### config.mk
export PLATFORM = sky130hd
export DESIGN_NAME = pm_controller
export DESIGN_NICKNAME = d
export VERILOG_FILES = /design/src/pm_pkg.sv /design/src/pm_wake_detect.sv /design/src/pm_controller.sv
export VERILOG_INCLUDE_DIRS = /design/src /design/src/src
export SDC_FILE = /design/constraint.sdc
export NUM_CORES = 1
export LEC_CHECK = 0
export ABC_AREA = 1
export BUFFER_PORTS_ARGS = -buffer_cell sky130_fd_sc_hd__clkbuf_2
export CORE_AREA = 2 2 39 41
export DETAILED_ROUTE_END_ITERATION = 10
export DIE_AREA = 0 0 41 43
export PLACE_DENSITY = 0.69
export SYNTH_ARGS = -nofsm -noshare
export SYNTH_HDL_FRONTEND = slang
export SYNTH_HIERARCHICAL = 1
export SYNTH_SLANG_ARGS = --single-unit
export TNS_END_PERCENT = 50
### constraint.sdc
create_clock -name CLK -period 1.55 [get_ports CLK]
set_input_delay 0.155 -clock CLK [delete_from_list [all_inputs] [get_ports CLK]]
set_output_delay 0.155 -clock CLK [all_outputs]
set_load 0.02 [all_outputs]
### src/pm_defines.svh
// constants for the peripheral power-mode controller
// How it works
// - doze and nap keep pci address decode, the pci arbiter and memory refresh running.
// - doze and nap keep bus-request and nmi watching, the irq controller, serial unit and pll on.
// - doze returns to full power on pci memory access, bus request, nmi, irq or hard reset.
// - nap and sleep are entered only on a software request while the core is napping or asleep.
// - sleep stops pci address decode, keeps the arbiter, and keeps refresh unless software drops it.
// - sleep keeps the irq controller and serial unit, and the pll unless software disables it.
// - sleep wakes only on bus request, nmi, irq or hard reset, never on pci memory access.
// - a pci memory access in nap is serviced with quiesce acknowledge held asserted.
// - a pci memory access in nap is not passed to the core for snooping.
// - after a nap-time pci access the logic goes back to nap by itself.
// - full power enables every unit with no restriction.
// - quiesce acknowledge is raised only after the core reports nap or sleep, and the core wakes on its negation.
`ifndef PM_DEFINES_SVH
`define PM_DEFINES_SVH
`define PM_MODE_FULL 2'h0
`define PM_MODE_DOZE 2'h1
`define PM_MODE_NAP 2'h2
`define PM_MODE_SLEEP 2'h3
`define PM_CTRL_RESET 2'h0
`define PM_SYNC_STAGES 2
`endif

### src/pm_pkg.sv
// types for the peripheral power-mode controller
package pm_pkg;
    typedef enum logic [1:0] {ST_FULL, ST_DOZE, ST_NAP, ST_SLEEP} pm_state_t;
    typedef logic [1:0] pm_mode_t;
endpackage

### src/pm_wake_detect.sv
// combines the wake sources into one request, filtered by the present mode
`timescale 1ns/100ps
`include "pm_defines.svh"
module pm_wake_detect (
    input wire logic [1:0] mode, // present power mode code
    input wire logic pci_mem_access, // pci access to memory
    input wire logic bus_request, // processor bus request
    input wire logic nmi, // non-maskable interrupt
    input wire logic irq, // interrupt to the irq controller
    output logic wake // wake request
);
    // pci memory access wakes doze only; nap serves it in place, sleep ignores it
    wire logic common_wake = bus_request | nmi | irq;
    assign wake = (mode == `PM_MODE_DOZE) ? (common_wake | pci_mem_access) :
                  (mode == `PM_MODE_FULL) ? 1'b0 : common_wake;
endmodule

### src/pm_controller.sv
// peripheral logic power-mode controller
`timescale 1ns/100ps
`include "pm_defines.svh"
module pm_controller (
    input wire logic CLK, // peripheral bus clock
    input wire logic RST, // hard reset, async, active high
    input wire logic CTRL_WE, // power control register write strobe
    input wire logic [1:0] CTRL_MODE, // requested mode
    input wire logic CTRL_SLEEP_NO_REFRESH, // drop refresh in sleep
    input wire logic CTRL_SLEEP_NO_PLL, // stop pll in sleep
    input wire logic CORE_NAP_SLEEP, // core is in nap or sleep
    input wire logic PCI_MEM_ACCESS, // pci access to memory, level while active
    input wire logic BUS_REQUEST, // processor bus request
    input wire logic NMI, // non-maskable interrupt
    input wire logic IRQ, // interrupt to irq controller
    output logic [1:0] MODE, // present power mode
    output logic CORE_QUIESCE_ACK, // quiesce acknowledge to core
    output logic PCI_DECODE_EN, // pci address decode enable
    output logic PCI_ARB_EN, // pci arbiter enable
    output logic REFRESH_EN, // memory refresh enable
    output logic MONITOR_EN, // bus request and nmi watch enable
    output logic IRQ_CTRL_EN, // irq controller enable
    output logic SERIAL_EN, // serial controller enable
    output logic PLL_EN, // pll enable
    output logic SNOOP_EN, // present pci accesses to core for snooping
    output logic FULL_EN // units needed only at full power
);
    pm_pkg::pm_state_t state_reg, state_next;
    logic [1:0] power_mgmt_control_reg;
    logic no_refresh_reg, no_pll_reg;
    wire logic wake;
    wire logic [1:0] mode_code;

    // software settings held in the power control register
    always_ff @(posedge CLK or posedge RST) begin
        if (RST) begin
            power_mgmt_control_reg <= `PM_CTRL_RESET;
            no_refresh_reg <= 1'b0;
            no_pll_reg <= 1'b0;
        end else if (wake) begin
            power_mgmt_control_reg <= `PM_MODE_FULL;
        end else if (CTRL_WE) begin
            power_mgmt_control_reg <= CTRL_MODE;
            no_refresh_reg <= CTRL_SLEEP_NO_REFRESH;
            no_pll_reg <= CTRL_SLEEP_NO_PLL;
        end
    end

    // maps a sequencer state to the mode code seen by software and the wake filter
    function automatic logic [1:0] state_code(input pm_pkg::pm_state_t st);
        logic [1:0] code;
        case (st)
            pm_pkg::ST_DOZE: code = `PM_MODE_DOZE;
            pm_pkg::ST_NAP: code = `PM_MODE_NAP;
            pm_pkg::ST_SLEEP: code = `PM_MODE_SLEEP;
            default: code = `PM_MODE_FULL;
        endcase
        return code;
    endfunction

    // state code used by the wake filter
    assign mode_code = state_code(state_reg);

    pm_wake_detect u_wake (
        .mode(mode_code),
        .pci_mem_access(PCI_MEM_ACCESS),
        .bus_request(BUS_REQUEST),
        .nmi(NMI),
        .irq(IRQ),
        .wake(wake)
    );

    // mode sequencing; a pci access in nap keeps state nap, so it resumes by itself
    always_comb begin
        state_next = state_reg;
        case (state_reg)
            pm_pkg::ST_FULL: begin
                if (power_mgmt_control_reg == `PM_MODE_DOZE) begin
                    state_next = pm_pkg::ST_DOZE;
                end else if (power_mgmt_control_reg == `PM_MODE_NAP && CORE_NAP_SLEEP) begin
                    state_next = pm_pkg::ST_NAP;
                end else if (power_mgmt_control_reg == `PM_MODE_SLEEP && CORE_NAP_SLEEP) begin
                    state_next = pm_pkg::ST_SLEEP;
                end
            end
            pm_pkg::ST_DOZE, pm_pkg::ST_NAP, pm_pkg::ST_SLEEP: begin
                if (wake) begin
                    state_next = pm_pkg::ST_FULL;
                end
            end
            default: state_next = pm_pkg::ST_FULL;
        endcase
    end

    // next-state decode shared by the output flops, so every output comes from a flop
    wire logic nx_full = (state_next == pm_pkg::ST_FULL);
    wire logic nx_sleep = (state_next == pm_pkg::ST_SLEEP);
    wire logic nx_nap = (state_next == pm_pkg::ST_NAP);
    wire logic nx_quiet = nx_nap | nx_sleep; // core is to stay quiesced
    wire logic [1:0] mode_next = state_code(state_next);

    // next unit enables; arbiter, monitors, irq and serial units never stop
    wire logic ack_next = nx_quiet;
    wire logic decode_en_next = ~nx_sleep;
    wire logic arb_en_next = 1'b1;
    wire logic refresh_en_next = ~(nx_sleep & no_refresh_reg);
    wire logic monitor_en_next = 1'b1;
    wire logic irq_ctrl_en_next = 1'b1;
    wire logic serial_en_next = 1'b1;
    wire logic pll_en_next = ~(nx_sleep & no_pll_reg);
    wire logic snoop_en_next = ~nx_quiet;
    wire logic full_en_next = nx_full;

    // sequencer state, mode code and the core handshake
    always_ff @(posedge CLK or posedge RST) begin
        if (RST) begin
            state_reg <= pm_pkg::ST_FULL;
            MODE <= `PM_MODE_FULL;
            CORE_QUIESCE_ACK <= 1'b0;
        end else begin
            state_reg <= state_next;
            MODE <= mode_next;
            CORE_QUIESCE_ACK <= ack_next;
        end
    end

    // enables on the pci and memory side
    always_ff @(posedge CLK or posedge RST) begin
        if (RST) begin
            PCI_DECODE_EN <= 1'b1;
            PCI_ARB_EN <= 1'b1;
            REFRESH_EN <= 1'b1;
            SNOOP_EN <= 1'b1;
        end else begin
            PCI_DECODE_EN <= decode_en_next;
            PCI_ARB_EN <= arb_en_next;
            REFRESH_EN <= refresh_en_next;
            SNOOP_EN <= snoop_en_next;
        end
    end

    // enables on the core and service side
    always_ff @(posedge CLK or posedge RST) begin
        if (RST) begin
            MONITOR_EN <= 1'b1;
            IRQ_CTRL_EN <= 1'b1;
            SERIAL_EN <= 1'b1;
            PLL_EN <= 1'b1;
            FULL_EN <= 1'b1;
        end else begin
            MONITOR_EN <= monitor_en_next;
            IRQ_CTRL_EN <= irq_ctrl_en_next;
            SERIAL_EN <= serial_en_next;
            PLL_EN <= pll_en_next;
            FULL_EN <= full_en_next;
        end
    end

    // checks
    a_nap_entry_gate: assert property (@(posedge CLK) disable iff (RST)
        (state_reg == pm_pkg::ST_FULL && !CORE_NAP_SLEEP) |=> !CORE_QUIESCE_ACK)
        else $error("quiesce ack without core in nap or sleep");
    a_sleep_pci_hold: assert property (@(posedge CLK) disable iff (RST)
        (state_reg == pm_pkg::ST_SLEEP && PCI_MEM_ACCESS && !BUS_REQUEST && !NMI && !IRQ)
        |=> CORE_QUIESCE_ACK)
        else $error("pci access woke sleep");
    a_nap_pci_hold: assert property (@(posedge CLK) disable iff (RST)
        (state_reg == pm_pkg::ST_NAP && PCI_MEM_ACCESS && !BUS_REQUEST && !NMI && !IRQ)
        |=> CORE_QUIESCE_ACK && !SNOOP_EN)
        else $error("nap pci access negated ack");
    a_doze_pci_wake: assert property (@(posedge CLK) disable iff (RST)
        (state_reg == pm_pkg::ST_DOZE && PCI_MEM_ACCESS) |=> MODE == `PM_MODE_FULL)
        else $error("doze missed pci wake");
    a_wake_clears: assert property (@(posedge CLK) disable iff (RST)
        (CORE_QUIESCE_ACK && (BUS_REQUEST || NMI || IRQ)) |=> !CORE_QUIESCE_ACK)
        else $error("wake did not negate ack");
    a_sleep_decode_off: assert property (@(posedge CLK) disable iff (RST)
        (MODE == `PM_MODE_SLEEP) |-> !PCI_DECODE_EN && PCI_ARB_EN)
        else $error("decode active in sleep");
    a_low_keeps_units: assert property (@(posedge CLK) disable iff (RST)
        (MODE == `PM_MODE_DOZE || MODE == `PM_MODE_NAP) |-> PCI_DECODE_EN && REFRESH_EN && PLL_EN)
        else $error("unit stopped in doze or nap");
    a_full_all_on: assert property (@(posedge CLK) disable iff (RST)
        (MODE == `PM_MODE_FULL) |-> FULL_EN && SNOOP_EN && PLL_EN && REFRESH_EN)
        else $error("unit off at full power");

    // a finished nap-time pci access leaves the logic in nap with the core quiesced
    a_nap_resume: assert property (@(posedge CLK) disable iff (RST)
        ($fell(PCI_MEM_ACCESS) && state_reg == pm_pkg::ST_NAP && !BUS_REQUEST && !NMI && !IRQ)
        |=> MODE == `PM_MODE_NAP && CORE_QUIESCE_ACK)
        else $error("nap not resumed after pci access");

    // doze answers a bus request, nmi or irq with full power
    a_doze_src_wake: assert property (@(posedge CLK) disable iff (RST)
        (state_reg == pm_pkg::ST_DOZE && (BUS_REQUEST || NMI || IRQ)) |=> MODE == `PM_MODE_FULL)
        else $error("doze missed wake source");

    // a wake from sleep leaves no stale selection behind to re-enter sleep
    a_sleep_wake_clear: assert property (@(posedge CLK) disable iff (RST)
        (state_reg == pm_pkg::ST_SLEEP && (BUS_REQUEST || NMI || IRQ))
        |=> MODE == `PM_MODE_FULL && !CORE_QUIESCE_ACK && FULL_EN
            && power_mgmt_control_reg == `PM_MODE_FULL)
        else $error("sleep wake left mode selected");

    // the arbiter, bus monitors, irq controller and serial unit run in every mode
    a_units_always_on: assert property (@(posedge CLK) disable iff (RST)
        PCI_ARB_EN && MONITOR_EN && IRQ_CTRL_EN && SERIAL_EN)
        else $error("always-on unit stopped");

    // quiesce acknowledge stands only while nap or sleep is shown
    a_ack_quiet_only: assert property (@(posedge CLK) disable iff (RST)
        CORE_QUIESCE_ACK |-> (MODE == `PM_MODE_NAP || MODE == `PM_MODE_SLEEP) && !SNOOP_EN)
        else $error("quiesce ack outside nap or sleep");

    // doze needs no core handshake and keeps snooping
    a_doze_no_ack: assert property (@(posedge CLK) disable iff (RST)
        (MODE == `PM_MODE_DOZE) |-> !CORE_QUIESCE_ACK && SNOOP_EN && !FULL_EN)
        else $error("doze drove quiesce ack");

    // a wake beats a write in the same cycle, so the selection is full power after it
    a_wake_beats_write: assert property (@(posedge CLK) disable iff (RST)
        (wake && CTRL_WE) |=> power_mgmt_control_reg == `PM_MODE_FULL && MODE == `PM_MODE_FULL)
        else $error("write overrode a wake");

    // refresh and pll follow the sleep options while sleep is shown
    a_sleep_options: assert property (@(posedge CLK) disable iff (RST)
        (MODE == `PM_MODE_SLEEP && $stable(no_refresh_reg) && $stable(no_pll_reg))
        |-> REFRESH_EN == !no_refresh_reg && PLL_EN == !no_pll_reg)
        else $error("sleep options not applied");
endmodule

==> results of run 1 <==
-- timing repair --
action                     CTS  global route
hold endpoints to repair     7             0
setup endpoints to repair    0             0
gates resized for setup      0             0
hold buffers                 1             0
-- power groups by stage --
stage	Sequential (mW)	Clock (mW)	Combinational (mW)
global route	0.524	0.217	0.515
global placement	0.511	0	0.445
finish	0.508	0.194	0.455
floorplan	0.577	0	0.293
detailed placement	0.516	0	0.458
CTS	0.510	0.204	0.462
-- logic make-up (layout without fill, tap and decap cells) --
kind of cell | Yosys count | count (layout) | synth area share (%)
other | 1 | 4 | 0.689
buffers and inverters | 17 | 34 | 15.2
flip-flops | 12 | 12 | 56.3
AO/OA/AOI/OAI | 2 | 2 | 1.84
AND/OR/NAND/NOR | 29 | 29 | 26.0
-- per-stage QoR --
| stage | util (%) | hold WS [ns] | total power, mW | cells |
|---|---|---|---|---|
| floorplan | - | 0.0161 | 0.870 | 64 |
| global placement | 45.2 | 0.150 | 0.956 | 92 |
| detailed placement | 45.2 | 0.164 | 0.974 | 92 |
| CTS | 47.8 | 0.111 | 1.18 | 97 |
| global route | 47.8 | 0.119 | 1.26 | 97 |
| finish | 47.8 | 0.116 | 1.16 | 97 |
-- routing by layer --
layer / track usage (%) / vias to the layer above / share of wire (%)
met1: 14.9 / 186 / 42
met2: 19.1 / 16 / 50
met4: 10.0 / 0 / 1.4
met5: 0 / - / 0
li1: - / 216 / -
met3: 3.14 / 2 / 7.2
-- cells in the mapped netlist --
cell      instances  area [um^2]
nand2_1          14         52.6
inv_1             9         33.8
dfrtp_1           7          175
nand3_1           7         35.0
buf_4             5         37.5
dfstp_2           5          131
clkbuf_1          2         7.51
nor2_1            2         7.51
o21ai_1           2         10.0
conb_1            1         3.75
inv_2             1         3.75
nand2_2           1         6.26
nand2_4           1         11.3
nand3_2           1         10.0
nor2_2            1         6.26
or2_0             1         6.26
or2_1             1         6.26
-- area by class of cell --
class                           count  area (um^2)
Fill cell                         139          722
Sequential cell                    12          307
Multi-Input combinational cell     35          166
Timing Repair Buffer               20          105
Inverter                           10         37.5
Clock buffer                        4         26.3
Tap cell                           16         20.0
-- path summary, 6_finish.rpt --
| kind | to | slack (ns) | cells past startpoint |
|---|---|---|---|
| max | REFRESH_EN | 0.30 | 7 |
| max in group asynchronous | REFRESH_EN | 0.80 | 3 |
| max reg2reg | REFRESH_EN | 0.30 | 7 |
| min in group asynchronous | MODE[0] | 0.41 | 3 |
| min | power_mgmt_control_reg[0] | 0.12 | 3 |
| min reg2reg | PLL_EN | 0.43 | 1 |
-- critical path: cells and delay by family (launching register included) --
family	cells	cell delay, ns
buffers and inverters	2	0.15
DFF	1	0.44
and+or+nand+nor	5	0.58
==> impl_metrics.tcl, run 1 <==
set metrics [dict create \
    status "finished, final reports clean" \
    hp-start "CTRL_MODE[0]" \
    coreArea_um2 1380 \
    cp_data_required_time_ns 1.73 \
    p_clk_share_pct 16.8 \
    min_period_ns 1.25 \
    cts_tree "built" \
    syn-cell-area_um2 544 \
    path_class "reg -> reg" \
    totalWireLength_um 862 \
    grt_pass1_wl_mm 1.48 \
    hold_viol_final 0 \
    numCtsBuffers 3 \
    layout.cells.most_common "clkbuf_2" \
    finalCritPeriodShare_pct 80.4 \
    clk_pin_slew_worst_paths_ns 0.08 \
    min_path_type "in -> reg" \
    layout_common_cells "19 x clkbuf_2, 14 x nand2_1, 9 x inv_1, 7 x dfrtp_1, 7 x nand3_1" \
    cap_violations 0 \
    fmax_mhz 802 \
    crit_arrival_ns 1.43 \
    grt.total_usage_pct 12.8 \
    ir_drop_uv 617 \
    p_per_area_nw_per_um2 1750 \
    yosysWarnings 6 \
    die_area_um2 1760 \
    synth_cell_types 17 \
    synth_cells 61 \
    p_sw_share_pct 40.0 \
    power_switching_mw 0.463 \
    dieHeight_um 43 \
    wl_per_cell_um 8.89 \
    area_delta_synth_final_pct 21.6 \
    clk_latency_ns 0.26 \
    via_per_inst 4.33 \
    ant_nets 0 \
    postCtsSetupBuffers 0 \
    cp_slowest_stage_delay_ns 0.44 \
    grt_pass1_vias 392 \
    power.leakage_nw 0.365 \
    avgSynthCellArea_um2 8.92 \
    dp_hpwl_um 713 \
    antenna_found_initial 0 \
    critPathMaxFanout 7 \
    crit_path_frequent_cell "nand2_1" \
    p_seq_share_pct 43.9 \
    gp_congestion 0.736 \
    grt_overflow_total 0 \
    crit_chain "or2_0 > nand2_1 > inv_1 > inv_2 > nand2_1 > nand2_4 > nand3_1" \
    r2r-start "CORE_QUIESCE_ACK" \
    grt_max_degree 13 \
    cts_buffer_depth 2 \
    dr.pass1.iters 2 \
    preCtsSetupSlack_ns 0.320 \
    via_count 420 \
    rsz0062_at_grt "false" \
    drtIter0Drc 1 \
    postPlaceCellArea_um2 626 \
    fin_ws_ns 0.304 \
    fin_area_um2 662 \
    clockRootBuffer "clkbuf_4" \
    io_pins 24 \
    setup_viol 0 \
    die_w_um 41 \
    rows 14 \
    cts.htree.levels 1 \
    finalMaxSlewViolations 0 \
    p_int_mw 0.694 \
    cts_num_sinks 12 \
    start_util_pct 39.3 \
    synth.yosys.seq_area_share_pct 56.3 \
    num_antenna_cells 0 \
    layout-drive-gt1-share_pct 39.5 \
    pwr-share-comb_pct 39.3 \
    cp_slowest_cell "dfrtp_1" \
    largest_reg_flops 2 \
    drc 0 \
    fin_nets 94 \
    end_kind "register" \
    fin_setup_tns_ns 0 \
    crit_path_start "CORE_QUIESCE_ACK" \
    fin_skew_ns 0.00687 \
    ys_ff_latch 12 \
    io_buffers 19 \
    crit_path_start_kind "register" \
]
No activity file was read; power rests on OpenSTA's default activity.
==> run 2, diff against run 1 <==
==> constraint.sdc (replaced) <==
create_clock -name CLK -period 1.25 [get_ports CLK]
set_input_delay 0.125 -clock CLK [delete_from_list [all_inputs] [get_ports CLK]]
set_output_delay 0.125 -clock CLK [all_outputs]
set_load 0.02 [all_outputs]
==> impl_metrics.tcl, run 2 (synthesis gave the netlist of run 1 again) <==
set metrics [dict create \
    power.leakage_nw 0.381 \
    clk_latency_ns 0.26 \
    finalMaxSlewViolations 0 \
    layout_common_cells "19 x clkbuf_2, 12 x nand2_1, 9 x inv_1, 7 x nand3_1, 6 x dfrtp_1" \
    via_count 425 \
    grt_max_degree 13 \
    fin_nets 97 \
    dr.pass1.iters 3 \
    clk_pin_slew_worst_paths_ns 0.08 \
    cp_data_required_time_ns 1.43 \
    ir_drop_uv 872 \
    finalCritPeriodShare_pct 95.4 \
    io_pins 24 \
    gp_congestion 0.794 \
    die_w_um 41 \
    cts_tree "built" \
    coreArea_um2 1380 \
    cts_num_sinks 12 \
    reg2reg_slack_ns 0.06 \
    p_int_mw 0.922 \
    total_power_mw 1.53 \
    dieHeight_um 43 \
    cap_violations 0 \
    start_util_pct 39.3 \
    numCtsBuffers 3 \
    area_delta_synth_final_pct 27.8 \
    die_area_um2 1760 \
    min_period_ns 1.19 \
    hp-start "CTRL_MODE[0]" \
    min_path_type "in -> reg" \
    r2r-start "CORE_QUIESCE_ACK" \
    p_sw_share_pct 39.6 \
    drtIter0Drc 8 \
    antenna_found_initial 0 \
    crit_path_start "CORE_QUIESCE_ACK" \
    grt.total_usage_pct 12.3 \
    grt_overflow_total 0 \
    path_class "reg -> reg" \
    wl_per_cell_um 9.63 \
    grt_pass1_wl_mm 1.47 \
    p_per_area_nw_per_um2 2190 \
    hold_viol_final 0 \
    p_seq_share_pct 40.7 \
    clockRootBuffer "clkbuf_4" \
    fmax_mhz 838 \
    pwr-share-comb_pct 43.6 \
    cts.htree.levels 1 \
    rows 14 \
    crit_arrival_ns 1.37 \
    io_buffers 19 \
    totalWireLength_um 963 \
    crit_path_start_kind "register" \
    largest_reg_flops 2 \
    critPathMaxFanout 7 \
    final_util_pct 50.3 \
    grt_pass1_vias 361 \
    setup_viol 0 \
    drc 0 \
    fin_ws_ns 0.0571 \
    ant_nets 0 \
    p_clk_share_pct 15.8 \
    end_kind "register" \
    power_switching_mw 0.604 \
    layout-drive-gt1-share_pct 45.2 \
    rsz0062_at_grt "false" \
    status "finished, final reports clean" \
    cts_buffer_depth 2 \
    via_per_inst 4.25 \
    preCtsSetupSlack_ns 0.0375 \
    fin_skew_ns 0.0136 \
    dp_hpwl_um 720 \
    layout.cells.most_common "clkbuf_2" \
    num_antenna_cells 0 \
]
## run 2: layer usage
metal  GRT usage (%)  wire length [um]  up-vias
met3            3.14                80        2
met4            6.00                 9        0
met5               0                 0        -
met1            15.4               398      187
li1                -                 -      220
met2            18.8               474       16
## run 2: power groups by stage
stage                     logic (mW)  registers [mW]  clock network [mW]
after floorplan                0.370           0.720                   0
after global placement         0.589           0.633                   0
after detailed placement       0.598           0.633                   0
after CTS                      0.649           0.616               0.251
after global routing           0.733           0.636               0.268
final                          0.665           0.621               0.240
## run 2: layout make-up
cell class	instances	area [um^2]
Clock buffer	4	26.3
Fill cell	131	688
Inverter	10	37.5
Multi-Input combinational cell	35	176
Sequential cell	12	308
Tap cell	16	20.0
Timing Repair Buffer	23	128
## run 2: critical path, cell delays in order, from the launching register on
cell and delay, ns:
dfrtp_2 0.43, or2_0 0.20, nand2_1 0.07, inv_1 0.05
inv_2 0.11, nand2_2 0.08, nand2_4 0.09, nand3_1 0.08
## run 2: final timing paths
kind	cells after the start	to
worst min register to register	1	PLL_EN
min in group asynchronous	3	MODE[0]
worst max-delay path	7	PLL_EN
max in group asynchronous	3	PLL_EN
worst max register to register	7	PLL_EN
worst min-delay path	3	power_mgmt_control_reg[0]
## run 2: per-stage QoR
step           TNS (ns)  hold WS (ns)  instance area, um^2  std cells
6_report              0        0.0942                  696        100
5_1_grt               0         0.111                  696        100
4_1_cts               0        0.0949                  688        100
3_5_place_dp          0         0.127                  637         93
3_3_place_gp          0         0.120                  637         93
2_1_floorplan  -0.00349       -0.0139                  559         64
## run 2: repair_timing
item | 4_1_cts | 5_1_grt
setup buffers | 2 | 0
pin swaps | 0 | 1
hold endpoints to repair | 7 | 0
setup endpoints to repair | 1 | 3
gates resized for setup | 0 | 2
hold buffers | 1 | 0
==> run 3, diff against run 2 <==
==> constraint.sdc (replaced) <==
create_clock -name CLK -period 1.3 [get_ports CLK]
set_input_delay 0.13 -clock CLK [delete_from_list [all_inputs] [get_ports CLK]]
set_output_delay 0.13 -clock CLK [all_outputs]
set_load 0.02 [all_outputs]
==> impl_metrics.tcl, run 3 (synthesis gave the netlist of run 1 again) <==
set metrics [dict create \
    cp_data_required_time_ns 1.51 \
    numCtsBuffers 3 \
    ir_drop_uv 750 \
    start_util_pct 39.3 \
    cts_num_sinks 12 \
    clk_pin_slew_worst_paths_ns 0.07 \
    hold_viol_final 0 \
    pwr-share-comb_pct 39.1 \
    setup_viol 0 \
    antenna_found_initial 0 \
    min_period_ns 1.18 \
    totalWireLength_um 864 \
    cts_tree "built" \
    postPlaceCellArea_um2 633 \
    holdPathEnd "no_pll_reg" \
    status "finished, final reports clean" \
    rsz0062_at_grt "false" \
    reg2reg_slack_ns 0.12 \
    io_buffers 19 \
    critPathBufInv 2 \
    reg2reg_depth 7 \
    cp_slowest_cell "dfrtp_1" \
    fin_cells 99 \
    p_per_area_nw_per_um2 2140 \
    layout-drive-gt1-share_pct 42.2 \
    clk_latency_ns 0.28 \
    dr.pass1.iters 4 \
    fin_nets 96 \
    layout_common_cells "19 x clkbuf_2, 14 x nand2_1, 9 x inv_1, 7 x dfrtp_1, 7 x nand3_1" \
    layout.cells.most_common "clkbuf_2" \
    dp_cells 93 \
    largest_reg_flops 2 \
    wl_per_cell_um 8.73 \
    coreArea_um2 1380 \
    clockRootBuffer "clkbuf_4" \
    cts_buffer_depth 2 \
    cts_resized 0 \
    crit_path_frequent_cell "nand2_1" \
    grt_pass1_wl_mm 1.45 \
    grt.total_usage_pct 13.0 \
    hold_depth 3 \
    io_pins 24 \
    hold_slack_ns 0.0789 \
    via_count 428 \
    r2r_end "REFRESH_EN" \
    crit_path_start_kind "register" \
    dieHeight_um 43 \
    ant_nets 0 \
    hp-start "CTRL_SLEEP_NO_PLL" \
    routed.top_layer "met4" \
    grt_pass1_vias 340 \
    fin_area_um2 687 \
    power.leakage_nw 0.382 \
    finalCritPeriodShare_pct 91.0 \
    drc 0 \
    total_power_mw 1.47 \
    fin_setup_tns_ns 0 \
    crit_chain "or2_0 > nand2_1 > inv_1 > inv_2 > nand2_1 > nand2_4 > nand3_1" \
    dp_hpwl_um 682 \
    p_int_mw 0.908 \
    via_per_inst 4.32 \
    rows 14 \
    grt_overflow_total 0 \
    grt_max_degree 13 \
    cp_top_family "simple AND/OR/NAND/NOR gates" \
    drtIter0Drc 2 \
    path_class "reg -> reg" \
    power_switching_mw 0.562 \
    critical_path_depth 7 \
    wl_met1_um 378 \
    crit_arrival_ns 1.39 \
    num_antenna_cells 0 \
    cp_slowest_stage_delay_ns 0.41 \
    r2r-start "state_reg[0]" \
    end_kind "register" \
    p_seq_share_pct 40.7 \
    finalMaxSlewViolations 0 \
    critPathMaxFanout 7 \
    cts.htree.levels 1 \
    die_w_um 41 \
    fin_skew_ns 0.00343 \
    area_delta_synth_final_pct 26.2 \
    cap_violations 0 \
    gp_congestion 0.770 \
    p_clk_share_pct 20.1 \
    min_path_type "in -> reg" \
    die_area_um2 1760 \
    wl_met2_um 375 \
    fmax_mhz 845 \
    wl_met3_um 73 \
    p_sw_share_pct 38.2 \
]
[run 3: metal layers]
metal / GRT usage (%) / vias to the layer above
met4: 12.0 / 0
met2: 15.9 / 19
li1: - / 216
met3: 4.71 / 6
met5: 0 / -
met1: 16.8 / 187
[run 3: per-stage QoR]
step / util [%] / worst slack [ns]
4_1_cts: 49.1 / 0.0949
3_3_place_gp: 45.8 / 0.113
3_5_place_dp: 45.8 / 0.104
2_1_floorplan: - / 0.00678
6_report: 49.6 / 0.117
5_1_grt: 49.6 / 0.0158
[run 3: cell type report]
type                       instances  area (um^2)
fill                             141          697
sequential                        12          307
multi-input combinational         35          166
timing repair buffer              22          120
inverter                          10         37.5
clock buffer                       4         36.3
tap                               16         20.0
[run 3: power groups by stage]
stage	logic (mW)	registers, mW	clock network [mW]
6_report	0.575	0.599	0.296
5_1_grt	0.654	0.616	0.327
4_1_cts	0.564	0.603	0.307
3_5_place_dp	0.559	0.610	0
3_3_place_gp	0.556	0.604	0
2_1_floorplan	0.350	0.687	0
[run 3: worst register-to-register path, stage by stage (launching register included)]
cell and delay, ns:
dfrtp_1 0.41, or2_0 0.22, nand2_1 0.06, inv_1 0.05, inv_2 0.10, nand2_1 0.11
nand2_4 0.10, nand3_1 0.07
[run 3: worst max path at each step]
| stage | from | to | slack (ns) |
|---|---|---|---|
| 6_report | state_reg[0] | REFRESH_EN | 0.12 |
| 5_1_grt | state_reg[0] | REFRESH_EN | 0.02 |
| 4_1_cts | CORE_QUIESCE_ACK | REFRESH_EN | 0.09 |
| 3_5_place_dp | CORE_QUIESCE_ACK | REFRESH_EN | 0.10 |
| 3_3_place_gp | state_reg[0] | REFRESH_EN | 0.11 |
| 2_1_floorplan | CORE_QUIESCE_ACK | PLL_EN | 0.007 |
[run 3: repair_timing]
action	CTS	global route
hold buffers	1	0
buffers inserted	0	1
endpoints found under the hold margin	7	0
endpoints found under the setup margin	0	1
